<file path="src/core/tw_pkg.sv">
package tw_pkg;

	// ****************************************************************
	// Timing
	// ****************************************************************
	localparam int CLK_NS        = 40;
	localparam int SCL_PERIOD_NS = 10000;
	// Least time per quarter of a bus clock, rounded up
	localparam int QUARTER_CYC   = (SCL_PERIOD_NS + 4 * CLK_NS - 1) /
		(4 * CLK_NS);
	// Longest self-timed write, and slots spent on one polling attempt
	localparam int WR_TIME_NS    = 5000000;
	localparam int POLL_SLOTS    = 11;
	localparam int POLL_LIMIT    = WR_TIME_NS /
		(SCL_PERIOD_NS * POLL_SLOTS) + 1;

	// ****************************************************************
	// Device address word and memory layout
	// ****************************************************************
	localparam logic [3:0] DEV_CODE   = 4'ha;
	localparam int         PAGE_BYTES = 16;
	localparam int         FIFO_DEPTH = 8;
	localparam int         DATA_W     = 8;

	// ****************************************************************
	// Command carrier
	// ****************************************************************
	typedef enum logic [2:0] {
		OP_WRITE     = 3'h0,
		OP_READ_CUR  = 3'h1,
		OP_READ_RAND = 3'h2,
		OP_POLL      = 3'h3,
		OP_RECOVER   = 3'h4
	} tw_op_type;

	typedef struct packed {
		tw_op_type   op;
		logic [9:0]  addr;
		logic [4:0]  count;
	} tw_cmd_type;

	typedef struct packed {
		logic scl_oe;
		logic sda_oe;
	} tw_drive_type;

endpackage

</file>
<file path="src/core/tw_sync.sv">
`timescale 1ns/1ps
module tw_sync #(
	parameter int WIDTH = 1
) (
	// Clock and reset
	input  wire logic             clk,
	input  wire logic             srst,
	// Signals
	input  wire logic [WIDTH-1:0] async_in,
	output logic      [WIDTH-1:0] sync_out
);
	logic [WIDTH-1:0] meta_q;
	logic [WIDTH-1:0] meta_d;
	logic [WIDTH-1:0] sync_q;
	logic [WIDTH-1:0] sync_d;

	always_comb begin
		meta_d = async_in;
		sync_d = meta_q;
	end

	always_ff @(posedge clk) begin
		if (srst) begin
			meta_q <= '1;
			sync_q <= '1;
		end else begin
			meta_q <= meta_d;
			sync_q <= sync_d;
		end
	end

	assign sync_out = sync_q;
endmodule // tw_sync

</file>
<file path="src/core/tw_fifo.sv">
`timescale 1ns/1ps
module tw_fifo #(
	parameter int WIDTH = 8,
	parameter int DEPTH = 8
) (
	// Clock and reset
	input  wire logic             clk,
	input  wire logic             srst,
	// Filling side
	input  wire logic             in_valid,
	output logic                  in_ready,
	input  wire logic [WIDTH-1:0] in_data,
	// Draining side
	output logic                  out_valid,
	input  wire logic             out_ready,
	output logic      [WIDTH-1:0] out_data
);
	localparam int AW = $clog2(DEPTH);

	logic [WIDTH-1:0] mem_q [DEPTH];
	logic [WIDTH-1:0] mem_d [DEPTH];
	logic [AW-1:0]    wr_q;
	logic [AW-1:0]    wr_d;
	logic [AW-1:0]    rd_q;
	logic [AW-1:0]    rd_d;
	logic [AW:0]      cnt_q;
	logic [AW:0]      cnt_d;
	logic             push;
	logic             pop;

	assign in_ready  = cnt_q != (AW+1)'(DEPTH);
	assign out_valid = cnt_q != '0;
	assign out_data  = mem_q[rd_q];
	assign push      = in_valid && in_ready;
	assign pop       = out_valid && out_ready;

	always_comb begin
		mem_d = mem_q;
		wr_d  = wr_q;
		rd_d  = rd_q;
		if (push) begin
			mem_d[wr_q] = in_data;
			wr_d = (wr_q == AW'(DEPTH - 1)) ? '0 : wr_q + 1'b1;
		end
		if (pop) begin
			rd_d = (rd_q == AW'(DEPTH - 1)) ? '0 : rd_q + 1'b1;
		end
		cnt_d = cnt_q + (AW+1)'(push) - (AW+1)'(pop);
	end

	always_ff @(posedge clk) begin
		if (srst) begin
			wr_q  <= '0;
			rd_q  <= '0;
			cnt_q <= '0;
		end else begin
			wr_q  <= wr_d;
			rd_q  <= rd_d;
			cnt_q <= cnt_d;
		end
		mem_q <= mem_d;
	end
endmodule // tw_fifo

</file>
<file path="src/core/tw_host.sv">
`timescale 1ns/1ps
// Contract
// - Data changes only while clock is low.
// - Every command begins with a start condition.
// - Recovery: start, nine clocks, start, stop.
// - Byte write: address, word address, data, stop.
// - At most sixteen data bytes per page write.
// - Poll with start and address until acknowledged; the code gives up and raises err after POLL_LIMIT + 1 refused attempts.
// - Last read byte gets no acknowledge, then stop.
// - Random read: dummy write, repeated start, read.
// - Acknowledge each read byte to continue reading.
// - Five-lead part: pin select bits sent as zero.
module tw_host #(
	parameter bit LARGE      = 1'b0,
	parameter int QUARTER    = tw_pkg::QUARTER_CYC,
	parameter int POLL_LIMIT = tw_pkg::POLL_LIMIT,
	parameter int FIFO_DEPTH = tw_pkg::FIFO_DEPTH
) (
	// Clock and reset
	input  wire logic               clk,
	input  wire logic               srst,
	// Command
	input  wire logic               cmd_valid,
	output logic                    cmd_ready,
	input  wire tw_pkg::tw_cmd_type cmd,
	output logic                    busy,
	output logic                    done,
	output logic                    err,
	// Write data
	input  wire logic               wr_valid,
	output logic                    wr_ready,
	input  wire logic [7:0]         wr_data,
	// Read data
	output logic                    rd_valid,
	output logic [7:0]              rd_data,
	// Straps
	input  wire logic               addr_pin_high,
	input  wire logic               addr_pin_low,
	input  wire logic               five_lead,
	// Bus pins
	input  wire logic               scl_i,
	output logic                    scl_o,
	output logic                    scl_oe,
	input  wire logic               sda_i,
	output logic                    sda_o,
	output logic                    sda_oe
);
	typedef enum logic [1:0] {
		ST_IDLE  = 2'h0,
		ST_START = 2'h1,
		ST_BIT   = 2'h2,
		ST_STOP  = 2'h3
	} tw_state_type;

	typedef enum logic [2:0] {
		SQ_DEVW    = 3'h0,
		SQ_WADDR   = 3'h1,
		SQ_WDATA   = 3'h2,
		SQ_DEVR    = 3'h3,
		SQ_RDATA   = 3'h4,
		SQ_REC     = 3'h5,
		SQ_RECSTOP = 3'h6
	} tw_seq_type;

	localparam int QW = $clog2(QUARTER + 1);
	localparam int PW = $clog2(POLL_LIMIT + 1);

	// ****************************************************************
	// Device address word
	// ****************************************************************
	function automatic logic [7:0] dev_byte(input logic rd,
		input logic [1:0] pg, input logic hi, input logic lo,
		input logic five);
		logic b3;
		logic b2;
		b3 = hi & ~five;
		b2 = LARGE ? pg[1] : (lo & ~five);
		return {tw_pkg::DEV_CODE, b3, b2, pg[0], rd};
	endfunction

	tw_state_type        st_q;
	tw_state_type        st_d;
	tw_seq_type          seq_q;
	tw_seq_type          seq_d;
	tw_pkg::tw_op_type   op_q;
	tw_pkg::tw_op_type   op_d;
	tw_pkg::tw_drive_type drv_q;
	tw_pkg::tw_drive_type drv_d;
	logic [1:0]          ph_q;
	logic [1:0]          ph_d;
	logic [QW-1:0]       qc_q;
	logic [QW-1:0]       qc_d;
	logic [3:0]          bit_q;
	logic [3:0]          bit_d;
	logic [7:0]          tx_q;
	logic [7:0]          tx_d;
	logic [7:0]          rx_q;
	logic [7:0]          rx_d;
	logic [4:0]          rem_q;
	logic [4:0]          rem_d;
	logic [9:0]          addr_q;
	logic [9:0]          addr_d;
	logic [PW-1:0]       poll_q;
	logic [PW-1:0]       poll_d;
	logic                ack_q;
	logic                ack_d;
	logic                retry_q;
	logic                retry_d;
	logic                err_q;
	logic                err_d;
	logic                done_q;
	logic                done_d;
	logic                rdv_q;
	logic                rdv_d;
	logic [7:0]          rdd_q;
	logic [7:0]          rdd_d;
	logic [4:0]          pin_s;
	logic                scl_s;
	logic                sda_s;
	logic                pin_hi_s;
	logic                pin_lo_s;
	logic                five_s;
	logic                fifo_valid;
	logic                fifo_pop;
	logic [7:0]          fifo_data;
	logic                adv;
	logic                hold;
	logic                stall;
	logic                slot_end;
	logic                need_data;
	logic                is_tx;
	logic [4:0]          cnt_one;
	logic [4:0]          cnt_m1;

	// ****************************************************************
	// Pin synchronisers and write-data buffer
	// ****************************************************************
	tw_sync #(.WIDTH(5)) u_sync (
		.clk      (clk),
		.srst     (srst),
		.async_in ({scl_i, sda_i, addr_pin_high, addr_pin_low, five_lead}),
		.sync_out (pin_s)
	);
	assign {scl_s, sda_s, pin_hi_s, pin_lo_s, five_s} = pin_s;

	tw_fifo #(.WIDTH(tw_pkg::DATA_W), .DEPTH(FIFO_DEPTH)) u_fifo (
		.clk       (clk),
		.srst      (srst),
		.in_valid  (wr_valid),
		.in_ready  (wr_ready),
		.in_data   (wr_data),
		.out_valid (fifo_valid),
		.out_ready (fifo_pop),
		.out_data  (fifo_data)
	);

	// ****************************************************************
	// Slot timing
	// ****************************************************************
	assign need_data = (st_q == ST_BIT) && (bit_q == 4'd8) && ack_q &&
		(((seq_q == SQ_WADDR) && (op_q == tw_pkg::OP_WRITE)) ||
		((seq_q == SQ_WDATA) && (rem_q != 5'd0)));
	// Clock is held low while the buffer runs dry
	assign stall     = need_data && (ph_q == 2'd3) && !fifo_valid;
	assign hold      = ((ph_q == 2'd1) && !scl_s) || stall;
	assign adv       = (st_q != ST_IDLE) && (qc_q == QW'(QUARTER - 1)) &&
		!hold;
	assign slot_end  = adv && (ph_q == 2'd3);
	assign fifo_pop  = slot_end && need_data;
	assign is_tx     = (seq_q == SQ_DEVW) || (seq_q == SQ_WADDR) ||
		(seq_q == SQ_WDATA) || (seq_q == SQ_DEVR);
	assign cnt_one   = (cmd.count == 5'd0) ? 5'd1 : cmd.count;
	assign cnt_m1    = ((cmd.op == tw_pkg::OP_WRITE) &&
		(cnt_one > 5'(tw_pkg::PAGE_BYTES))) ?
		5'(tw_pkg::PAGE_BYTES - 1) : cnt_one - 5'd1;

	// ****************************************************************
	// Sequencer
	// ****************************************************************
	always_comb begin
		st_d    = st_q;
		seq_d   = seq_q;
		op_d    = op_q;
		ph_d    = ph_q;
		bit_d   = bit_q;
		tx_d    = tx_q;
		rx_d    = rx_q;
		rem_d   = rem_q;
		addr_d  = addr_q;
		poll_d  = poll_q;
		ack_d   = ack_q;
		retry_d = retry_q;
		err_d   = err_q;
		done_d  = 1'b0;
		rdv_d   = 1'b0;
		rdd_d   = rdd_q;
		qc_d    = (st_q == ST_IDLE || adv) ? '0 :
			(qc_q == QW'(QUARTER - 1)) ? qc_q : qc_q + 1'b1;
		if (adv) ph_d = ph_q + 2'd1;
		if (adv && (ph_q == 2'd2) && (st_q == ST_BIT)) begin
			if (bit_q == 4'd8) ack_d = !sda_s;
			else rx_d = {rx_q[6:0], sda_s};
		end
		case (st_q)
		ST_IDLE: begin
			ph_d = 2'd0;
			if (cmd_valid) begin
				st_d    = ST_START;
				op_d    = cmd.op;
				addr_d  = cmd.addr;
				rem_d   = cnt_m1;
				err_d   = 1'b0;
				retry_d = 1'b0;
				poll_d  = PW'(POLL_LIMIT);
				case (cmd.op)
				tw_pkg::OP_READ_CUR: seq_d = SQ_DEVR;
				tw_pkg::OP_RECOVER: seq_d = SQ_REC;
				default: seq_d = SQ_DEVW;
				endcase
			end
		end
		ST_START: if (slot_end) begin
			bit_d = 4'd0;
			st_d  = ST_BIT;
			case (seq_q)
			SQ_REC: tx_d = 8'hff;
			SQ_RECSTOP: st_d = ST_STOP;
			SQ_DEVR: tx_d = dev_byte(1'b1, addr_q[9:8], pin_hi_s, pin_lo_s,
				five_s);
			default: tx_d = dev_byte(1'b0, addr_q[9:8], pin_hi_s, pin_lo_s,
				five_s);
			endcase
		end
		ST_BIT: if (slot_end) begin
			if (bit_q != 4'd8) begin
				bit_d = bit_q + 4'd1;
				tx_d  = {tx_q[6:0], 1'b1};
			end else begin
				bit_d = 4'd0;
				st_d  = ST_STOP;
				case (seq_q)
				SQ_DEVW: if (op_q == tw_pkg::OP_POLL) begin
					retry_d = !ack_q && (poll_q != '0);
					poll_d  = ack_q ? poll_q : poll_q - 1'b1;
					err_d   = !ack_q && (poll_q == '0);
				end else if (ack_q) begin
					st_d  = ST_BIT;
					seq_d = SQ_WADDR;
					tx_d  = addr_q[7:0];
				end else begin
					err_d = 1'b1;
				end
				SQ_WADDR: if (!ack_q) begin
					err_d = 1'b1;
				end else if (op_q == tw_pkg::OP_READ_RAND) begin
					st_d  = ST_START;
					seq_d = SQ_DEVR;
				end else begin
					st_d  = ST_BIT;
					seq_d = SQ_WDATA;
					tx_d  = fifo_data;
				end
				SQ_WDATA: if (!ack_q) begin
					err_d = 1'b1;
				end else if (rem_q != 5'd0) begin
					st_d  = ST_BIT;
					tx_d  = fifo_data;
					rem_d = rem_q - 5'd1;
				end
				SQ_DEVR: if (!ack_q) begin
					err_d = 1'b1;
				end else begin
					st_d  = ST_BIT;
					seq_d = SQ_RDATA;
					tx_d  = 8'hff;
				end
				SQ_RDATA: begin
					rdv_d = 1'b1;
					rdd_d = rx_q;
					if (rem_q != 5'd0) begin
						st_d  = ST_BIT;
						rem_d = rem_q - 5'd1;
					end
				end
				SQ_REC: begin
					st_d  = ST_START;
					seq_d = SQ_RECSTOP;
				end
				default: err_d = 1'b1;
				endcase
			end
		end
		ST_STOP: if (slot_end) begin
			if (retry_q) begin
				st_d    = ST_START;
				seq_d   = SQ_DEVW;
				retry_d = 1'b0;
			end else begin
				st_d   = ST_IDLE;
				done_d = 1'b1;
			end
		end
		default: st_d = ST_IDLE;
		endcase
	end

	always_ff @(posedge clk) begin
		if (srst) begin
			st_q    <= ST_IDLE;
			seq_q   <= SQ_DEVW;
			op_q    <= tw_pkg::OP_WRITE;
			ph_q    <= 2'd0;
			qc_q    <= '0;
			bit_q   <= 4'd0;
			tx_q    <= 8'hff;
			rx_q    <= 8'h00;
			rem_q   <= 5'd0;
			addr_q  <= 10'h000;
			poll_q  <= '0;
			ack_q   <= 1'b0;
			retry_q <= 1'b0;
			err_q   <= 1'b0;
			done_q  <= 1'b0;
			rdv_q   <= 1'b0;
			rdd_q   <= 8'h00;
		end else begin
			st_q    <= st_d;
			seq_q   <= seq_d;
			op_q    <= op_d;
			ph_q    <= ph_d;
			qc_q    <= qc_d;
			bit_q   <= bit_d;
			tx_q    <= tx_d;
			rx_q    <= rx_d;
			rem_q   <= rem_d;
			addr_q  <= addr_d;
			poll_q  <= poll_d;
			ack_q   <= ack_d;
			retry_q <= retry_d;
			err_q   <= err_d;
			done_q  <= done_d;
			rdv_q   <= rdv_d;
			rdd_q   <= rdd_d;
		end
	end

	// ****************************************************************
	// Pin drive
	// ****************************************************************
	always_comb begin
		drv_d = drv_q;
		case (st_q)
		ST_START: begin
			drv_d.scl_oe = (ph_q == 2'd0) ? drv_q.scl_oe : (ph_q == 2'd3);
			drv_d.sda_oe = ph_q[1];
		end
		ST_BIT: begin
			drv_d.scl_oe = (ph_q == 2'd0) || (ph_q == 2'd3);
			if (bit_q == 4'd8)
				drv_d.sda_oe = (seq_q == SQ_RDATA) && (rem_q != 5'd0);
			else
				drv_d.sda_oe = is_tx && !tx_q[7];
		end
		ST_STOP: begin
			drv_d.scl_oe = (ph_q == 2'd0);
			drv_d.sda_oe = !ph_q[1];
		end
		default: drv_d = '0;
		endcase
	end

	always_ff @(posedge clk) begin
		if (srst) drv_q <= '0;
		else drv_q <= drv_d;
	end

	assign scl_o     = 1'b0;
	assign sda_o     = 1'b0;
	assign scl_oe    = drv_q.scl_oe;
	assign sda_oe    = drv_q.sda_oe;
	assign cmd_ready = st_q == ST_IDLE;
	assign busy      = st_q != ST_IDLE;
	assign done      = done_q;
	assign err       = err_q;
	assign rd_valid  = rdv_q;
	assign rd_data   = rdd_q;
endmodule // tw_host

</file>
<file path="config.mk">
export PLATFORM = sky130hd
export DESIGN_NAME = tw_host
export DESIGN_NICKNAME = d
export VERILOG_FILES = /design/src/core/tw_pkg.sv /design/src/core/tw_sync.sv /design/src/core/tw_fifo.sv /design/src/core/tw_host.sv
export SDC_FILE = /design/constraint.sdc
export NUM_CORES = 1
export LEC_CHECK = 0
export ABC_CLOCK_PERIOD_IN_PS = 5670
export CAP_MARGIN = 20
export CORE_ASPECT_RATIO = 1.25
export CORE_MARGIN = 2
export CORE_UTILIZATION = 40
export CTS_CLUSTER_DIAMETER = 80
export DETAILED_ROUTE_END_ITERATION = 12
export DONT_BUFFER_PORTS = 1
export HOLD_SLACK_MARGIN = 0.03
export PLACE_DENSITY = 0.55
export SETUP_SLACK_MARGIN = 0.02
export SLEW_MARGIN = 10
export SYNTH_ARGS = -nofsm -noshare
export SYNTH_HDL_FRONTEND = slang
export SYNTH_SLANG_ARGS = --single-unit
</file>
<file path="constraint.sdc">
create_clock -name clk -period 5.67 [get_ports clk]
set_clock_uncertainty 0.15 [all_clocks]
set_input_delay 1.134 -clock clk [delete_from_list [all_inputs] [get_ports clk]]
set_output_delay 1.134 -clock clk [all_outputs]
set_load 0.01 [all_outputs]
</file>
## Word-level counts from Yosys, hierarchy flattened

Index checks and enable logic that the tools add are counted.

| word-level totals | value |
|---|---|
| register bits after elaboration | 155 |
| bits of input ports | 35 |
| output and inout bits | 18 |
| logic and storage cells | 260 |

| operators by class | value |
|---|---|
| reductions and logical operators | 68 |
| mux-type cells | 87 |
| add/sub/neg operators | 10 |
| equal/unequal tests | 49 |
| bitwise logic cells | 10 |
| order comparisons | 4 |

Operators with widths:

| cell | count |
|---|---|
| 8-bit two-way mux | 13 |
| 64-bit bitwise mux | 1 |
| 6-bit two-way mux | 6 |
| 5-bit two-way mux | 7 |
| 3-bit two-way mux | 11 |
| 8-bit one-hot mux with 4 select lines | 1 |
| 8-bit binary-select mux with 3-bit select | 1 |
| 8-bit demux with 3-bit select | 1 |
| 8-bit one-hot mux with 3 select lines | 1 |
| 1-bit logical AND | 22 |
| 1-bit two-way mux | 21 |
| 2-bit inequality test, second input constant | 10 |
| 5-bit one-hot mux with 2 select lines | 2 |
| 3-bit equality test, second input constant | 6 |
| 4-bit by 3-bit inequality test with 1-bit output, second input constant | 4 |
| 4-bit inequality test, second input constant | 4 |
| 8-bit one-hot mux with 2 select lines | 1 |
| 3-bit inequality test, second input constant | 5 |
| 2-bit two-way mux | 7 |
| 7-bit AND reduction | 2 |
| 3-bit by 2-bit equality test with 1-bit output, second input constant | 4 |
| 4-bit two-way mux | 3 |
| 2-bit one-hot mux with 6 select lines | 1 |
| 3-bit one-hot mux with 4 select lines | 1 |
| 53 further kinds | 93 |

## Logic depth before layout (Yosys ltp)

Gate-level depths: netlist of run 1.

| logic depth | value |
|---|---|
| word-level depth | 13 |
| gate-level depth with buffers | 13 |
| mapped depth without buffers | 13 |

## By module

Synthesis of run 1 repeated with hierarchy kept, for this count alone.

| unflattened totals | value |
|---|---|
| cell total of the unflattened synthesis | 675 |
| area, all modules | 7577.3 um2 |

By module, submodules not included:

| module | sequential area each (um2) | times used | area each (um2) | cells each |
|---|---|---|---|---|
| tw_host | 1421.4 | 1 | 4182.8 | 488 |
| tw_fifo | 2122.0 | 1 | 3131.8 | 167 |
| tw_sync | 200.2 | 1 | 262.8 | 20 |

## Least setup slack after synthesis of run 1

OpenSTA, ideal clock, no wires.

| timing | value |
|---|---|
| kind | register -> register |
| from | register st_q[0] |
| to | register u_fifo.cnt_q[2] |
| required time | 5.392 ns |
| path buffers | 0 |
| stages on the path, launching flop included | 13 |
| library setup time | 0.128 ns |
| clock period less this slack | 2.862 ns |
| arrival time | 2.584 ns |
| path slack | 2.808 ns |
| cells stage by stage | dfxtp_1 -> inv_1 -> ha_1 -> and4b_1 -> nand4b_1 -> nor3_1 -> ha_1 -> inv_1 -> ha_1 -> inv_1 -> fa_1 -> xor2_1 -> nor2_1 |

| between the ends | value |
|---|---|
| word-level cells in the longest chain between the ends | 13 |
| elaborated cells on any way between the ends | 15 |
| those cells by class | 1 x add/sub; 1 x eq/ne; 13 x reduce/logical |

Ends and longest elaborated chain:

| item | RTL line | RTL |
|---|---|---|
| from (decl) | tw_host.sv:81 | `tw_state_type st_q;` |
| from (signal assigned) | tw_host.sv:327 | `st_q <= st_d;` |
| 2-bit equality test | tw_host.sv:160 | `assign need_data = (st_q == ST_BIT) && (bit_q == 4'd8) && ack_q &&` |
| 1-bit logical AND (3 in series) | tw_host.sv:160 |  |
| 1-bit logical AND (2 in series) | tw_host.sv:164 | `assign stall = need_data && (ph_q == 2'd3) && !fifo_valid;` |
| 1-bit logical OR | tw_host.sv:165 | `assign hold = ((ph_q == 2'd1) && !scl_s) \|\| stall;` |
| 1-bit logical NOT | tw_host.sv:167 | `!hold;` |
| 1-bit logical AND | tw_host.sv:166 | `assign adv = (st_q != ST_IDLE) && (qc_q == QW'(QUARTER - 1)) &&` |
| 1-bit logical AND | tw_host.sv:168 | `assign slot_end = adv && (ph_q == 2'd3);` |
| 1-bit logical AND * | tw_host.sv:169 | `assign fifo_pop = slot_end && need_data;` |
| 1-bit logical AND * | tw_fifo.sv:35 | `assign pop = out_valid && out_ready;` |
| via u_fifo.pop | tw_fifo.sv:29 | `logic pop;` |
| 4-bit by 1-bit subtractor with 4-bit output * | tw_fifo.sv:48 | `cnt_d = cnt_q + (AW+1)'(push) - (AW+1)'(pop);` |
| to (signal assigned) | tw_fifo.sv:59 | `cnt_q <= cnt_d;` |
| to (decl) | tw_fifo.sv:26 | `logic [AW:0] cnt_q;` |

Mark *: on every way through the listed nets, which the timed path passes. The rest lies on a longest branch.
A chain may end at the register's enable or synchronous reset.

## Worst setup path after layout of run 1

| timing | value |
|---|---|
| from | register st_q[1] |
| to | register u_fifo.cnt_q[2] |

Same word-level chain as after synthesis.

==> results of run 1 <==
[synthesized netlist by cell type (6+ instances only)]
master    number  share of area [%]
o21ai_0       20                1.4
nand3_1       15                1.0
buf_1          6               0.31
nor2_1        57                3.0
or2_2         11               0.95
nor2b_1        8               0.69
and3_1         6               0.52
nand2b_1       9               0.78
nand2_1       51                2.6
a31oi_1        8               0.69
ha_1          28                4.8
mux2i_1       31                4.3
edfxtp_1      64                 27
a21oi_1       52                3.6
mux4_2        12                3.7
inv_1         27                1.4
dfxtp_1       91                 25
clkbuf_1      26                1.3
a211oi_1      16                1.7
xnor2_1        7               0.85
nor3_1        26                1.8
[how the worst min path moves through the flow]
stage,slack [ns],start,end
6_report,0.26,u_sync.meta_q[3]$_SDFF_PP1_,u_sync.sync_out[3]$_SDFF_PP1_
3_3_place_gp,0.25,u_sync.meta_q[3]$_SDFF_PP1_,u_sync.sync_out[3]$_SDFF_PP1_
5_1_grt,0.28,u_sync.meta_q[3]$_SDFF_PP1_,u_sync.sync_out[3]$_SDFF_PP1_
4_1_cts,0.26,u_sync.meta_q[3]$_SDFF_PP1_,u_sync.sync_out[3]$_SDFF_PP1_
3_5_place_dp,0.25,u_sync.meta_q[3]$_SDFF_PP1_,u_sync.sync_out[3]$_SDFF_PP1_
2_1_floorplan,0.24,u_sync.meta_q[0]$_SDFF_PP1_,u_sync.sync_out[0]$_SDFF_PP1_
[routing by layer]
| layer | GRT usage [%] | wire length (um) | vias to the layer above |
|---|---|---|---|
| met3 | 4.05 | 733 | 20 |
| met1 | 19.5 | 6760 | 2480 |
| met4 | 6.96 | 351 | 0 |
| met5 | 0 | 0 | - |
| li1 | - | - | 2487 |
| met2 | 30.1 | 8270 | 99 |
[kinds of logic after synthesis]
kind of cell	after synthesis	synth area share (%)
fa+ha+maj	29	5.12
buf+inv	64	3.44
mux	48	8.81
xor+xnor	11	1.33
other cells	1	0.0519
compound gates	156	14.5
flops	155	51.8
simple gates	215	15.0
[sequential cells by signal, indices dropped and copies added (netlist names), 4 cells and up]
name and flops:
rx_q 8, bit_q 4, qc_q 6, u_fifo.mem_q 64
u_fifo.cnt_q 4, tx_q 8, addr_q 9, u_sync.meta_q 5
poll_q 6, rd_data 8, rem_q 5, u_sync.sync_out 5
[critical path, stage by stage (launching register included)]
cell      delay (ns)
dfxtp_1         0.39
inv_1           0.10
ha_1            0.40
and4b_1         0.34
nand4b_1        0.41
nor3_1          0.49
ha_1            0.29
inv_1           0.06
ha_1            0.15
inv_1           0.06
fa_1            0.38
xor2_1          0.15
nor2_1          0.05
[through the flow]
| stage | area (um^2) | instances |
|---|---|---|
| 5_1_grt | 8070 | 909 |
| 3_3_place_gp | 7420 | 877 |
| 2_1_floorplan | 7230 | 680 |
| 4_1_cts | 8070 | 909 |
| 6_report | 8070 | 909 |
| 3_5_place_dp | 7420 | 877 |
[layout make-up]
class	instances	area [um^2]
Fill cell	1652	9820
Sequential cell	155	3740
Multi-Input combinational cell	461	3260
Clock buffer	24	524
Tap cell	228	285
Clock inverter	8	125
Inverter	29	109
Timing Repair Buffer	4	30.0
[where the power goes]
| group | switching, mW | internal [mW] | total, mW |
|---|---|---|---|
| sequential | 0.103 | 1.28 | 1.39 |
| clock | 0.447 | 0.783 | 1.23 |
| combinational | 0.483 | 0.279 | 0.762 |
| total | 1.03 | 2.34 | 3.38 |
==> impl_metrics.ini, run 1 <==
[synth]
synth_seq_area_share_pct = 51.8
ys.warnings.count = 0
synth_edf_count = 64
synth_area_um2 = 7230
synthArstFlopShare_pct = 0
synth.distinct_cells = 74
synth-main-ff-cell = dfxtp_1
avgSynthCellArea_um2 = 10.6
ys_ff_latch = 155
netlist_instances = 679

[critical_path]
crit_type = reg -> reg
r2r_start = st_q[1]$_SDFFE_PP0P_
r2r-end = u_fifo.cnt_q[2]$_SDFF_PP0_
crit_path_start_kind = flop
crit_fanout = 12
rrSetupSlack_ns = 2.14
critical_path_required_ns = 5.84
critPathArrivalTime_ns = 3.70
cp-endpoint = u_fifo.cnt_q[2]$_SDFF_PP0_
cp-end-kind = flop
rr_worst_depth = 12
crit_start = st_q[1]$_SDFFE_PP0P_

[floorplanning]
fp.dieW_um = 124
pin_count = 53
start_util_pct = 40.4
rows = 55
core_um2 = 17900
fp.dieH_um = 154
die-area_um2 = 19200

[clock_network]
clk_pin_slew_ns = 0.06
htreeDepth = 4
cts_inserted_buffers = 17
cts_setup_buffers = 0
cts_resized = 0
clock-sinks = 155
cts-hold-fix-buffers = 0
root_buffer = clkbuf_16
cts_tree = yes
clk_latency_ns = 0.43
clk_path_buf_depth = 2

[cells_and_area]
nets = 732
n_antenna_cell = 0
layout_commonest_cell = dfxtp_1
drive_gt1_share_pct = 10.9
layout_common_cells = dfxtp_1 (91), edfxtp_1 (64), nor2_1 (57)
utilization_pct = 45.1
area_growth_pct = 11.7

[place]
hpwl_um = 11000
io_buffers = 0
place_ws_ns = 2.14
gp_congestion = 0.845

[grt]
grt_pass1_vias = 4985
grt_pass1_wl_um = 25800
grt_max_degree = 84
antenna_found_initial = 0
grt_usage_pct = 16.9
grt.overflow.total = 0

[power_and_ir_drop]
finalPower_mw = 3.38
power_density_nw_per_um2 = 418
leakage_nw = 2.92
peakVddDrop_mv = 0.227

[sta]
finalSetupViolCount = 0
fin_crit_sh_pct = 62.3
slew_headroom_pct = 37.3
hold_viol_final = 0
period_minus_slack_ns = 3.53
max_freq_mhz = 283
worst_pin_slew_ns = 0.937
holdWs_ns = 0.258
fin_ws_ns = 2.14
fin_tns_setup_ns = 0
slew_viol_final = 0
rsz0062_at_grt = false

[drt]
firstDrtPassIters = 4
wl_per_cell_um = 17.7
finalWirelength_um = 16100
viasPerCell = 5.60
drc = 0
drt_iter0_markers = 256
antenna_left = 0
vias = 5086

[run]
cap_violations = 0

[worst_hold_path]
hold_depth = 1
hold_path.class = reg -> reg

[outcome]
status = finished clean
(Power assumes the default switching activity.)
==> run 2, diff against run 1 <==
ABC_CLOCK_PERIOD_IN_PS = 3300   (was 5670)
clock period = 3.3 ns   (was 5.67 ns; I/O delays follow)
==> impl_metrics.ini, run 2 (synthesis results as in run 1) <==
[outcome]
status = finished clean

[critical_path]
critical_path_required_ns = 3.47
crit_fanout = 6
critPathArrivalTime_ns = 3.29
max_stage_delay_ns = 0.49
crit_path_start_kind = flop
path_cells = inv_1, ha_1, or4b_4, a22o_4, nand3_1, nor3_1, ha_1, inv_1, ha_1, inv_1, fa_1, xor2_1, nor2_1
crit_type = reg -> reg
cp-end-kind = flop
cp_slowest_cell = or4b_4

[clock_network]
cts_inserted_buffers = 17
clk_path_buf_depth = 2
cts_setup_buffers = 0
clk_latency_ns = 0.43
cts-hold-fix-buffers = 0
clk_pin_slew_ns = 0.07
htreeDepth = 4
clock-sinks = 155
cts_tree = yes
cts_resized = 0
root_buffer = clkbuf_16

[grt]
grt_pass1_wl_um = 26700
grt_usage_pct = 17.5
grt_pass1_vias = 5247
grt.overflow.total = 0
grt_max_degree = 84
antenna_found_initial = 0

[cells_and_area]
nets = 749
layout_commonest_cell = dfxtp_1
fin_area_um2 = 8180
area_growth_pct = 13.2
reg_top3 = u_fifo.mem_q: 64 flops, addr_q: 9 flops
n_antenna_cell = 0
drive_gt1_share_pct = 12.8
largest_register = u_fifo.mem_q
layout_common_cells = dfxtp_1 (91), edfxtp_1 (64), nor2_1 (57)
largest_reg_flops = 64

[sta]
period_minus_slack_ns = 3.12
max_freq_mhz = 321
worst_pin_slew_ns = 0.740
slew_headroom_pct = 50.1
fin_tns_setup_ns = 0
hold_viol_final = 0
finalSetupViolCount = 0
fin_crit_sh_pct = 94.4
slew_viol_final = 0
rsz0062_at_grt = false

[place]
gp_congestion = 0.863
io_buffers = 0
hpwl_um = 11300
placed_area_um2 = 7540

[floorplanning]
core_um2 = 17900
die-area_um2 = 19200
pin_count = 53
start_util_pct = 40.4
rows = 55
fp.dieW_um = 124
fp.dieH_um = 154

[drt]
finalWirelength_um = 16200
antenna_left = 0
drt_iter0_markers = 228
vias = 5163
firstDrtPassIters = 5
viasPerCell = 5.58
drc = 0
wl_per_cell_um = 17.5

[run]
cap_violations = 0

[power_and_ir_drop]
power_density_nw_per_um2 = 714
leakage_nw = 2.99
peakVddDrop_mv = 0.386

[worst_hold_path]
hold_path.class = in -> reg
## run 2: changes by cell type in the layout (fill, tap and decap cells not counted), sizes merged
cell,change
buf,+17
bufinv,+1
clkbuf,-7
clkinv,+3
clkinvlp,+1
inv,+2
## run 2: critical path: cells and delay by family, from the launching register on
kind	cells	cell delay [ns]
DFF	1	0.33
xor gates and xnor gates	1	0.17
and+or+nand+nor	4	0.75
AOI/OAI and AO/OA	1	0.31
buffers and inverters	3	0.23
adders and majority gates	4	1.08
## run 2: final timing paths
check / start / endpoint / slack, ns / depth (start not counted)
max: rem_q[0]$_SDFFE_PP0P_ / u_fifo.cnt_q[2]$_SDFF_PP0_ / 0.18 / 13
min: srst / poll_q[0]$_SDFFE_PP0P_ / 0.15 / 1
max reg2reg: rem_q[0]$_SDFFE_PP0P_ / u_fifo.cnt_q[2]$_SDFF_PP0_ / 0.18 / 13
min reg2reg: u_sync.meta_q[3]$_SDFF_PP1_ / u_sync.sync_out[3]$_SDFF_PP1_ / 0.26 / 1
## run 2: layout make-up
type                            instances  area (um^2)
Timing Repair Buffer                   21          158
Clock inverter                         15          213
Inverter                               29          109
Fill cell                            1656         9710
Tap cell                              228          285
Sequential cell                       155         3740
Multi-Input combinational cell        461         3250
Clock buffer                           17          425
## run 2: per-stage QoR
step | worst slack (ns) | cells | util, % | total power, mW | hold slack (ns)
after detailed placement | 0.179 | 894 | 42.1 | 3.77 | 0.248
after floorplan | 0.438 | 680 | - | 3.39 | 0.239
after global routing | 0.0261 | 926 | 45.7 | 6.16 | 0.126
after global placement | 0.265 | 894 | 42.1 | 3.72 | 0.244
final | 0.183 | 926 | 45.7 | 5.84 | 0.151
after CTS | 0.146 | 926 | 45.7 | 5.89 | 0.131
## run 2: routing by layer
metal  up-vias  part of all wire (%)  global-route usage [%]
met2       106                    51                    30.4
li1       2518                     -                       -
met3        32                   5.1                    5.08
met1      2507                    41                    19.7
met5         -                     0                       0
met4         0                   2.9                    8.45
## run 2: power by group
part | leakage, nW | internal (mW) | switching [mW] | total [mW]
clock | 0.309 | 1.28 | 0.820 | 2.10
sequential | 1.32 | 2.20 | 0.157 | 2.36
combinational | 1.35 | 0.517 | 0.860 | 1.38
total | 2.99 | 4.00 | 1.84 | 5.84
